[src/logic/shift_latch_map.svh]
// Constants for the serial-in, parallel-out shift latch
// Function
// - Shift one stage per shift clock rise
// - Clear low holds stages in reset
// - Serial input enters first stage on rise
// - Serial output low during and after reset
// - Latch clock rise copies stages to output
// - 18-bit parallel output, high-Z after reset
`ifndef SHIFT_LATCH_MAP_SVH
`define SHIFT_LATCH_MAP_SVH

`define STAGE_COUNT 18
`define STAGE_MSB 17
`define STAGE_RESET 18'h00000
`define WORD_RESET 18'h00000
`define DRIVE_OFF 18'h00000
`define DRIVE_ON 18'h3FFFF
`define SERIAL_OUT_RESET 1'h0
`define EDGE_HIST_RESET 2'h0
`define EDGE_RISE 2'h1
`define SYNC_STAGES 2
`define SERIAL_IN_RESET 1'h0
`define WARM_RESET 3'h0
`define WARM_STEP 3'h1
`define WARM_DONE 3'h4

`endif

[src/logic/shift_latch_pkg.sv]
// Types shared by the shift latch, its checks and its bench
`default_nettype none
`include "shift_latch_map.svh"

package shift_latch_pkg;

	typedef logic [`STAGE_MSB:0] stage_word_t;

	// Controller-side pins, sampled together
	typedef struct packed {
		logic shift_clock;
		logic shift_clear_n;
		logic serial_bit;
		logic latch_clock;
	} pin_in_s;

	// Three-state parallel output as seen at the pins
	typedef struct packed {
		stage_word_t value;
		stage_word_t drive_en;
	} parallel_out_s;

	typedef enum logic [0:0] {
		OUT_HIGH_Z,
		OUT_DRIVING
	} out_state_e;

endpackage

`default_nettype wire

[src/logic/pin_sync.sv]
// Two-flop synchroniser for a group of asynchronous pins
`timescale 1ns/1ps
`default_nettype none

module pin_sync
#(
	parameter int WIDTH = 1
)
(
	// Clock and reset
	input wire logic sys_clk,
	input wire logic rst_n,
	// Pins in, synchronised levels out
	input wire logic [WIDTH-1:0] async_in,
	output var logic [WIDTH-1:0] sync_out
);

	// First stage feeds only the second one
	logic [WIDTH-1:0] meta;

	always_ff @(posedge sys_clk or negedge rst_n)
	begin
		if (!rst_n)
		begin
			meta <= '0;
			sync_out <= '0;
		end
		else
		begin
			meta <= async_in;
			sync_out <= meta;
		end
	end

endmodule

`default_nettype wire

[src/logic/shift_latch.sv]
// Serial-in, parallel-out shift register with output latch
`timescale 1ns/1ps
`default_nettype none
`include "shift_latch_map.svh"

module shift_latch
(
	// System clock and reset
	input wire logic sys_clk,
	input wire logic rst_n,
	// Controller pins
	input wire logic shift_clock_in,
	input wire logic shift_clear_n,
	input wire logic serial_bit_in,
	input wire logic latch_clock_in,
	// Cascade output
	output var logic serial_bit_out,
	// Three-state parallel output
	output var shift_latch_pkg::stage_word_t parallel_word_out,
	output var shift_latch_pkg::stage_word_t parallel_word_oe
);

	import shift_latch_pkg::*;

	pin_in_s pins_raw;
	pin_in_s pins;
	logic [1:0] shift_hist;
	logic [1:0] latch_hist;
	logic shift_rise;
	logic latch_rise;
	stage_word_t stages;
	stage_word_t next_stages;
	parallel_out_s par;
	out_state_e out_state;
	out_state_e next_out_state;

	assign pins_raw.shift_clock = shift_clock_in;
	assign pins_raw.shift_clear_n = shift_clear_n;
	assign pins_raw.serial_bit = serial_bit_in;
	assign pins_raw.latch_clock = latch_clock_in;

	// All four pins share one delay, so data stays aligned with its clock
	pin_sync #(
		.WIDTH($bits(pin_in_s))
	) u_pin_sync (
		.sys_clk(sys_clk),
		.rst_n(rst_n),
		.async_in(pins_raw),
		.sync_out(pins)
	);

	// Edge history of the synchronised clocks
	// Both clocks share one delay, so their order survives
	always_ff @(posedge sys_clk or negedge rst_n)
	begin
		if (!rst_n)
		begin
			shift_hist <= `EDGE_HIST_RESET;
			latch_hist <= `EDGE_HIST_RESET;
		end
		else
		begin
			shift_hist <= {shift_hist[0], pins.shift_clock};
			latch_hist <= {latch_hist[0], pins.latch_clock};
		end
	end

	// Sync flops read low until filled; a clock pin idling
	// high on its pull-up would fake an edge after reset.
	// Edges count only once the history holds real samples,
	// at the cost of a few dead cycles after reset.
	logic [2:0] warm_count;
	logic hist_valid;

	always_ff @(posedge sys_clk or negedge rst_n)
	begin
		if (!rst_n)
		begin
			warm_count <= `WARM_RESET;
		end
		else if (warm_count != `WARM_DONE)
		begin
			warm_count <= warm_count + `WARM_STEP;
		end
	end

	assign hist_valid = (warm_count == `WARM_DONE);

	assign shift_rise = hist_valid && (shift_hist == `EDGE_RISE);
	assign latch_rise = hist_valid && (latch_hist == `EDGE_RISE);

	// Data delayed one cycle, sampled in the same cycle as the edge shows, same age as the clock
	logic serial_bit_d;

	always_ff @(posedge sys_clk or negedge rst_n)
	begin
		if (!rst_n)
		begin
			serial_bit_d <= `SERIAL_IN_RESET;
		end
		else
		begin
			serial_bit_d <= pins.serial_bit;
		end
	end

	// Clear wins over a shift edge in the same cycle
	always_comb
	begin
		next_stages = stages;
		if (!pins.shift_clear_n)
		begin
			next_stages = `STAGE_RESET;
		end
		else if (shift_rise)
		begin
			next_stages = {stages[`STAGE_MSB-1:0], serial_bit_d};
		end
	end

	always_ff @(posedge sys_clk or negedge rst_n)
	begin
		if (!rst_n)
		begin
			stages <= `STAGE_RESET;
		end
		else
		begin
			stages <= next_stages;
		end
	end

	// Cascade output tracks the last stage; zero while cleared
	always_ff @(posedge sys_clk or negedge rst_n)
	begin
		if (!rst_n)
		begin
			serial_bit_out <= `SERIAL_OUT_RESET;
		end
		else
		begin
			serial_bit_out <= next_stages[`STAGE_MSB];
		end
	end

	// Output stays high-Z until the first latch after reset or clear
	always_comb
	begin
		next_out_state = out_state;
		case (out_state)
			OUT_HIGH_Z:
			begin
				if (latch_rise && pins.shift_clear_n)
				begin
					next_out_state = OUT_DRIVING;
				end
			end
			OUT_DRIVING:
			begin
				if (!pins.shift_clear_n)
				begin
					next_out_state = OUT_HIGH_Z;
				end
			end
			default:
			begin
				// Unused encoding falls back to high-Z
				next_out_state = OUT_HIGH_Z;
			end
		endcase
	end

	// Drive state; reset and clear both land in high-Z
	always_ff @(posedge sys_clk or negedge rst_n)
	begin
		if (!rst_n)
		begin
			out_state <= OUT_HIGH_Z;
		end
		else
		begin
			out_state <= next_out_state;
		end
	end

	// Holding register; latch copies the stages as they stand now
	always_ff @(posedge sys_clk or negedge rst_n)
	begin
		if (!rst_n)
		begin
			par.value <= `WORD_RESET;
		end
		else if (latch_rise && pins.shift_clear_n)
		begin
			par.value <= stages;
		end
	end

	// Enable follows next state, so value and drive move together
	always_ff @(posedge sys_clk or negedge rst_n)
	begin
		if (!rst_n)
		begin
			par.drive_en <= `DRIVE_OFF;
		end
		else if (next_out_state == OUT_DRIVING)
		begin
			par.drive_en <= `DRIVE_ON;
		end
		else
		begin
			par.drive_en <= `DRIVE_OFF;
		end
	end

	// Pins see the holding register and its enables
	assign parallel_word_out = par.value;
	assign parallel_word_oe = par.drive_en;

endmodule

`default_nettype wire

[config.mk]
export PLATFORM = sky130hd
export DESIGN_NAME = shift_latch
export DESIGN_NICKNAME = d
export VERILOG_FILES = /design/src/logic/shift_latch_pkg.sv /design/src/logic/pin_sync.sv /design/src/logic/shift_latch.sv
export VERILOG_INCLUDE_DIRS = /design/src /design/src/logic
export SDC_FILE = /design/constraint.sdc
export NUM_CORES = 1
export LEC_CHECK = 0
export BUFFER_PORTS_ARGS = -buffer_cell sky130_fd_sc_hd__buf_2
export CORE_MARGIN = 2
export CORE_UTILIZATION = 48
export CTS_CLUSTER_DIAMETER = 120
export CTS_CLUSTER_SIZE = 40
export DETAILED_ROUTE_END_ITERATION = 8
export PLACE_DENSITY = 0.77
export SYNTH_ARGS = -nofsm -noshare
export SYNTH_HDL_FRONTEND = slang
export SYNTH_SLANG_ARGS = --single-unit
[constraint.sdc]
create_clock -name sys_clk -period 1.8 [get_ports sys_clk]
set_input_delay 0 -clock sys_clk [delete_from_list [all_inputs] [get_ports sys_clk]]
set_output_delay 0 -clock sys_clk [all_outputs]
set_load 0.005 [all_outputs]
Word-level counts from Yosys, hierarchy flattened
Cells that the tools add are included.
Storage, ports and cells
  register bits: 71
  output and inout port bits: 37
  input bits: 6
  word-level logic and storage cells: 27
Operators by class
  equal/unequal tests: 5
  bitwise operators: 1
  mux-type cells: 6
  reductions and logical operators: 3
  $add $sub $neg: 1
Operator list (number)
  $mux 18: 3
  $eq 2x1->1 const B: 2
  $add 3x1->3 const B: 1
  $eq 3x3->1 const B: 1
  $logic_and 1x1->1: 3
  $ne 3x3->1 const B: 1
  $mux 1: 2
  $ne 2x2->1 const B: 1
  $pmux 1 s2: 1
  $not 1->1: 1

Longest topological paths before layout
Gate-level depths: netlist (run 1).
  depth in word-level cells: 6
  depth in mapped cells: 7
  depth with buffers taken out: 5

Cells and area by module
Synthesis (run 1) repeated with hierarchy kept, for this count alone.
Unflattened totals
  cell total of the unflattened synthesis: 168
  area total of the unflattened synthesis: 2118.3 sq um
By module, submodules not included
  shift_latch: cells each 160, instances 1, area each 1918.1 sq um
  pin_sync: cells each 8, instances 1, area each 200.2 sq um

Worst setup path after synthesis (run 1)
Ideal clock, no wire load.
  path kind: reg2reg
  start: register warm_count[0]
  end: register par (netlist bit parallel_word_out[0])
  data required time: 1.675 ns
  period minus slack after synthesis: 1.777 ns
  arrival time: 1.652 ns
  cell stages (with the launch flop): 8
  path slack: 0.023 ns
  buffers on the path: 2
  cell sequence: dfrtp_1 inv_1 ha_1 nand2_2 or3_1 buf_6 buf_6 mux2_4
Between the ends
  word-level cells in the longest chain between the ends: 3
RTL lines
  from (decl): line shift_latch.sv:72  | logic [2:0] warm_count;
  from (signal assigned): line shift_latch.sv:79  | warm_count <= `WARM_RESET;
  from (signal assigned): line shift_latch.sv:83  | warm_count <= warm_count + `WARM_STEP;
  $eq 3x3->1 (no source line)
  $logic_and 1x1->1: line shift_latch.sv:90  | assign latch_rise = hist_valid && (latch_hist == `EDGE_RISE);
  $logic_and 1x1->1: line shift_latch.sv:193  | else if (latch_rise && pins.shift_clear_n)
  to (decl): line shift_latch.sv:33  | parallel_out_s par;
Every way passes these cells.
A chain may end at the register's enable or synchronous reset.

Worst setup path after layout (run 1)
  start: register warm_count[0]
  end: register par (netlist bit parallel_word_out[2])
Same word-level chain as after synthesis.

==> results_dict.tcl, run 1 <==
set metrics [dict create \
    fin_hold_ws_ns 0.233 \
    cp-start-kind "flip-flop" \
    async_reset_ff_share_pct 100 \
    skew_ns 0.00729 \
    period_needed_ns 1.72 \
    cts-root-buf "clkbuf_8" \
    grt_max_degree 29 \
    synthTopCellsByCount "53 x dfrtp_1, 41 x nand2_1, 18 x a21boi_0, 18 x buf_4" \
    drc_errors 0 \
    slowest_delay_ns 0.39 \
    tritoncts "yes" \
    critical_path_class "reg2reg" \
    core_mm2 0.00429 \
    ios 43 \
    drt_first_iter_violations 82 \
    die_width_um 70.4 \
    hold_violations 0 \
    cp.buffers_inverters 2 \
    outcome "finished clean" \
    pre_cts_ws_ns 0.0365 \
    dp_hpwl_mm 1.99 \
    syn_area_mm2 0.00212 \
    yosysSeqAreaShare_pct 62.6 \
    dieHeight_um 70.4 \
    drt_pass1_iterations 4 \
    synth_top_area_cell "dfrtp_1" \
    gp_congestion 0.710 \
    setup_viol 0 \
    synth_top_area_share_pct 62.6 \
    ys_ff_latch 53 \
    antenna_cells 0 \
    grt_use_total_pct 13.8 \
    ant_nets 0 \
    io_buffers 42 \
    grt_pass1_vias 1222 \
    synth_warnings 0 \
    cts_max_level 2 \
    num_vias 1226 \
    r2r_start "warm_count[0]$_DFFE_PN0P_" \
    layout-drive-gt1-share_pct 36.9 \
    viasPerCell 4.81 \
    finalNonFillerCells 255 \
    synth_area_per_cell_um2 12.6 \
    synth-edff-count 0 \
    synth_area_leaders "dfrtp_1 63%, nand2_1 7.3%, a21boi_0 6.4%, buf_4 6.4%, mux2_4 6.4%" \
    cp.depth 6 \
    synth_cells 168 \
    r2r_cells 6 \
    max-cap-violations 0 \
    routed_wl_mm 3.05 \
    powerDensity_mw_per_mm2 812 \
    row_count 24 \
    crit_path_end_kind "flip-flop" \
    yosysUniqueCellTypes 19 \
    layout.nets 210 \
    fin_ws_ns 0.0759 \
    cts_num_sinks 53 \
    critPathRequiredTime_ns 1.98 \
    worst_path_max_delay_cell "dfrtp_1" \
    wire_per_inst_um 12.0 \
    antenna_found_initial 0 \
    relSlewSlack_pct 60.5 \
    reg2reg_slack_ns 0.08 \
    grt_remaining_overflow 0 \
    irDropWorstVdd_mv 0.579 \
    max_freq_mhz 580 \
    synth_nets 176 \
    synthToLayoutAreaGrowth_pct 14.6 \
    clk_latency_ns 0.30 \
    hp-class "in2async" \
    cts_setup_buffers 0 \
    worst_pin_slew_ns 0.593 \
    cp.arrival_ns 1.91 \
    post-route-period-util_pct 95.8 \
    grt_pass1_wl_mm 5.44 \
    drv_slew 0 \
    final_util_pct 56.6 \
    ys.flop_type "dfrtp_1" \
    postLayoutCellArea_mm2 0.00243 \
    placed_area_mm2 0.00228 \
    critical_path.top_delay_family "simple AND/OR/NAND/NOR gates" \
    r2r-end "parallel_word_out[2]$_DFFE_PN0P_" \
    dp.cells 242 \
    start_util_pct 49.3 \
    cp_max_fo 19 \
    cellLeakagePower_nw 1.26 \
    clock_path_buffers 2 \
    crit_chain "inv_1 > ha_4 > nand2_2 > or3_4 > buf_12 > mux2_4" \
    clkTransAtPathRegs_ns 0.09 \
    dieArea_mm2 0.00496 \
    cts_made_buffers 5 \
    yosysMostFrequentCell "dfrtp_1" \
]
[sequential cells by signal, indices dropped and copies added, names as in the netlist]
name and flops:
shift_hist 2, u_pin_sync.sync_out 4, serial_bit_d 1, warm_count 3, u_pin_sync.meta 4, parallel_word_oe 1, serial_bit_out 1, stages 17
latch_hist 2, parallel_word_out 18
[layer usage]
layer / part of all wire (%) / vias to the layer above / routed length (µm) / GRT usage [%]
met4: 1.5 / 0 / 46 / 4.49
met5: 0 / - / 0 / 0
met1: 45 / 588 / 1360 / 19.0
met3: 6.4 / 5 / 194 / 3.46
met2: 47 / 44 / 1450 / 21.5
li1: - / 589 / - / -
[worst max-delay path by stage]
stage / from / to / slack (ns)
after floorplan: warm_count[0]$_DFFE_PN0P_ / parallel_word_out[0]$_DFFE_PN0P_ / 0.02
after global placement: warm_count[0]$_DFFE_PN0P_ / parallel_word_out[5]$_DFFE_PN0P_ / 0.07
after detailed placement: warm_count[0]$_DFFE_PN0P_ / parallel_word_out[2]$_DFFE_PN0P_ / 0.04
after CTS: warm_count[0]$_DFFE_PN0P_ / parallel_word_out[2]$_DFFE_PN0P_ / 0.01
after global routing: warm_count[1]$_DFFE_PN0P_ / parallel_word_out[2]$_DFFE_PN0P_ / -0.002
final: warm_count[0]$_DFFE_PN0P_ / parallel_word_out[2]$_DFFE_PN0P_ / 0.08
[report_power, final]
part,leakage [nW],total [W],switching [W],internal (W)
Clock,0.0450,0.000623,0.000353,0.000270
Combinational,0.507,0.000127,0.0000666,0.0000606
Sequential,0.704,0.00122,0.0000134,0.00121
Total,1.26,0.00197,0.000433,0.00154
[layout make-up]
| cell class | instances | area, µm² |
|---|---|---|
| Timing Repair Buffer | 52 | 323 |
| Multi-Input combinational cell | 88 | 624 |
| Clock inverter | 2 | 10.0 |
| Clock buffer | 6 | 72.6 |
| Inverter | 2 | 7.51 |
| Tap cell | 52 | 65.1 |
| Fill cell | 364 | 1870 |
| Sequential cell | 53 | 1330 |
[cell families after synthesis]
family / share of synthesized area [%]
compound gates: 6.62
xor+xnor: 0.414
simple gates: 9.27
mux: 11.2
fa+ha+maj: 1.18
buf+inv: 8.74
flops: 62.6
[per-stage QoR]
step,total power (W),TNS (ns)
after floorplan,0.00134,0
after global placement,0.00137,0
after detailed placement,0.00137,0
after CTS,0.00200,0
after global routing,0.00206,-0.00160
final,0.00197,0
[cells in the final DEF, fill, tap and decap left out, types with 2 or more instances in the layout]
cell	n
nor2_1	3
clkinv_2	2
mux2_4	9
buf_4	3
mux2_2	9
clkbuf_8	5
inv_1	2
dfrtp_1	53
buf_12	2
a21boi_0	18
dlygate4sd3_1	5
buf_2	42
nand2_1	41
[timing repair]
action,4_1_cts,5_1_grt
resized for setup,0,3
endpoints found under the hold margin,29,0
endpoints found under the setup margin,0,18
hold buffers,5,0
[worst reg2reg max path, delay by kind of cell (launching register included)]
| family | cells | cell delay (ns) |
|---|---|---|
| adders and majority gates | 1 | 0.16 |
| buffers and inverters | 2 | 0.30 |
| DFF | 1 | 0.39 |
| muxes | 1 | 0.31 |
| and+or+nand+nor | 2 | 0.45 |
(Power assumes the default switching activity.)
==> run 2: changes to the inputs <==
CORE_UTILIZATION = 50   (was 48)
CTS_BUF_LIST = sky130_fd_sc_hd__clkbuf_8   (was not set)
PLACE_DENSITY = 0.8   (was 0.77)
==> run 2 against run 1 <==
  * Sequential power barely moved
  * Design area rose by 0.67%
  * Utilization rose by 4.1 points
  * Clock power rose by 28%
  * Routed wire length rose by 5.4%
  * First-iteration DRC count fell by 40%
  * Power rose by 8.9%
  * Clock skew rose by 0.0037 ns
  * Final cell count fell by 0.39%
  * Worst setup slack got worse by 0.011 ns
  * Largest power group unchanged
  * Maximum frequency fell by 0.61%
  * Register-to-register slack barely moved
==> results_dict.tcl, run 2 (synthesis gave the netlist of run 1 again) <==
set metrics [dict create \
    grt_remaining_overflow 0 \
    grt_pass1_wl_mm 5.50 \
    gp_congestion 0.724 \
    fin_hold_ws_ns 0.119 \
    wire_per_inst_um 12.7 \
    cts_num_sinks 53 \
    dieHeight_um 69.1 \
    mostFrequentLayoutCell "dfrtp_1" \
    fillers 332 \
    cp_max_fo 19 \
    row_count 23 \
    ant_nets 0 \
    period_needed_ns 1.73 \
    powerDensity_mw_per_mm2 879 \
    irDropWorstVdd_mv 0.834 \
    most-common-layout-cells "53 x dfrtp_1, 42 x buf_2, 41 x nand2_1, 18 x a21boi_0" \
    rsz0062_at_grt "false" \
    largest_reg_flops 18 \
    antenna_found_initial 0 \
    post-route-period-util_pct 96.4 \
    worst_path_max_delay_cell "dfrtp_1" \
    die_width_um 69.1 \
    fin_ws_ns 0.0653 \
    crit_chain "inv_1 > ha_2 > nand2_2 > or3_4 > buf_12 > mux2_4" \
    grt_use_total_pct 14.7 \
    clk_latency_ns 0.31 \
    drc_errors 0 \
    critical_path_class "reg2reg" \
    core_mm2 0.00403 \
    cts_max_level 2 \
    routed_wl_mm 3.22 \
    drv_slew 0 \
    layout-drive-gt1-share_pct 37.3 \
    synthToLayoutAreaGrowth_pct 15.4 \
    drt_pass1_iterations 4 \
    num_vias 1229 \
    grt_max_degree 22 \
    dp_hpwl_mm 2.19 \
    cts_made_buffers 5 \
    outcome "finished clean" \
    crit_path_end_kind "flip-flop" \
    skew_ns 0.0110 \
    clkTransAtPathRegs_ns 0.09 \
    max_freq_mhz 576 \
    pre_cts_ws_ns 0.0143 \
    max-cap-violations 0 \
    multi_input_area_um2 614 \
    final_util_pct 60.7 \
    timing.setup.tns_ns 0 \
    drt_first_iter_violations 49 \
    start_util_pct 52.6 \
    cp-start-kind "flip-flop" \
    cp.arrival_ns 1.93 \
    r2r_cells 6 \
    ff_latch_area_mm2 0.00133 \
    critPathRequiredTime_ns 2.00 \
    setup_viol 0 \
    cts_setup_buffers 0 \
    slowest_delay_ns 0.39 \
    relSlewSlack_pct 74.8 \
    tritoncts "yes" \
    cellLeakagePower_nw 1.27 \
    dieArea_mm2 0.00477 \
    worst_pin_slew_ns 0.378 \
    clock_path_buffers 2 \
    cts-root-buf "clkbuf_8" \
    ios 43 \
    layout.nets 211 \
    antenna_cells 0 \
    viasPerCell 4.84 \
    hold_violations 0 \
    hp-class "in2async" \
    io_buffers 42 \
    grt_pass1_vias 1154 \
]
-- run 2: final cells by class --
| type | count | share of cell area (%) |
|---|---|---|
| clock buffer | 6 | 3.38 |
| clock inverter | 2 | 1.38 |
| inverter | 2 | 0.307 |
| multi-input combinational | 88 | 25.1 |
| sequential | 53 | 54.2 |
| tap | 50 | 2.56 |
| timing repair buffer | 53 | 13.0 |
-- run 2: critical path, delay by kind of cell, from the launching register on --
kind / cells / cell delay [ns]
fa+ha+maj: 1 / 0.21
buf+inv: 2 / 0.26
flops: 1 / 0.39
mux: 1 / 0.30
simple gates: 2 / 0.46
-- run 2: report_power, final --
part	switching [W]	internal, W	total, W
sequential	0.0000137	0.00121	0.00122
combinational	0.0000668	0.0000591	0.000126
clock	0.000352	0.000447	0.000800
total	0.000433	0.00172	0.00215
-- run 2: path summary, 6_finish.rpt --
path                                                     endpoint                             start  slack (ns)
worst min register to register             serial_bit_d$_DFF_PN0_  u_pin_sync.sync_out[1]$_DFF_PN0_        0.35
min in group sys_clk                 u_pin_sync.meta[1]$_DFF_PN0_                     serial_bit_in        0.34
worst min-delay path                    warm_count[2]$_DFFE_PN0P_                             rst_n        0.12
worst max register to register  parallel_word_out[16]$_DFFE_PN0P_         warm_count[0]$_DFFE_PN0P_        0.07
worst max-delay path            parallel_word_out[16]$_DFFE_PN0P_         warm_count[0]$_DFFE_PN0P_        0.07
max in group asynchronous                  stages[14]$_DFFE_PN0P_                             rst_n        1.09
-- run 2: repair_timing --
item	CTS	global route
resized for setup	0	2
endpoints found under the hold margin	18	0
setup endpoints to repair	0	18
hold buffers	5	0
-- run 2: routing by layer --
layer | vias to the layer above | global-route usage, % | share of wire (%)
li1 | 596 | - | -
met1 | 586 | 19.2 | 44
met2 | 39 | 22.8 | 49
met3 | 8 | 3.51 | 5.2
met4 | 0 | 7.84 | 2.1
met5 | - | 0 | 0
-- run 2: stage by stage --
stage	area, µm²	instances	total power (W)
after floorplan	2120	168	0.00134
after global placement	2270	241	0.00137
after detailed placement	2270	241	0.00137
after CTS	2440	254	0.00218
after global routing	2440	254	0.00225
final	2440	254	0.00215
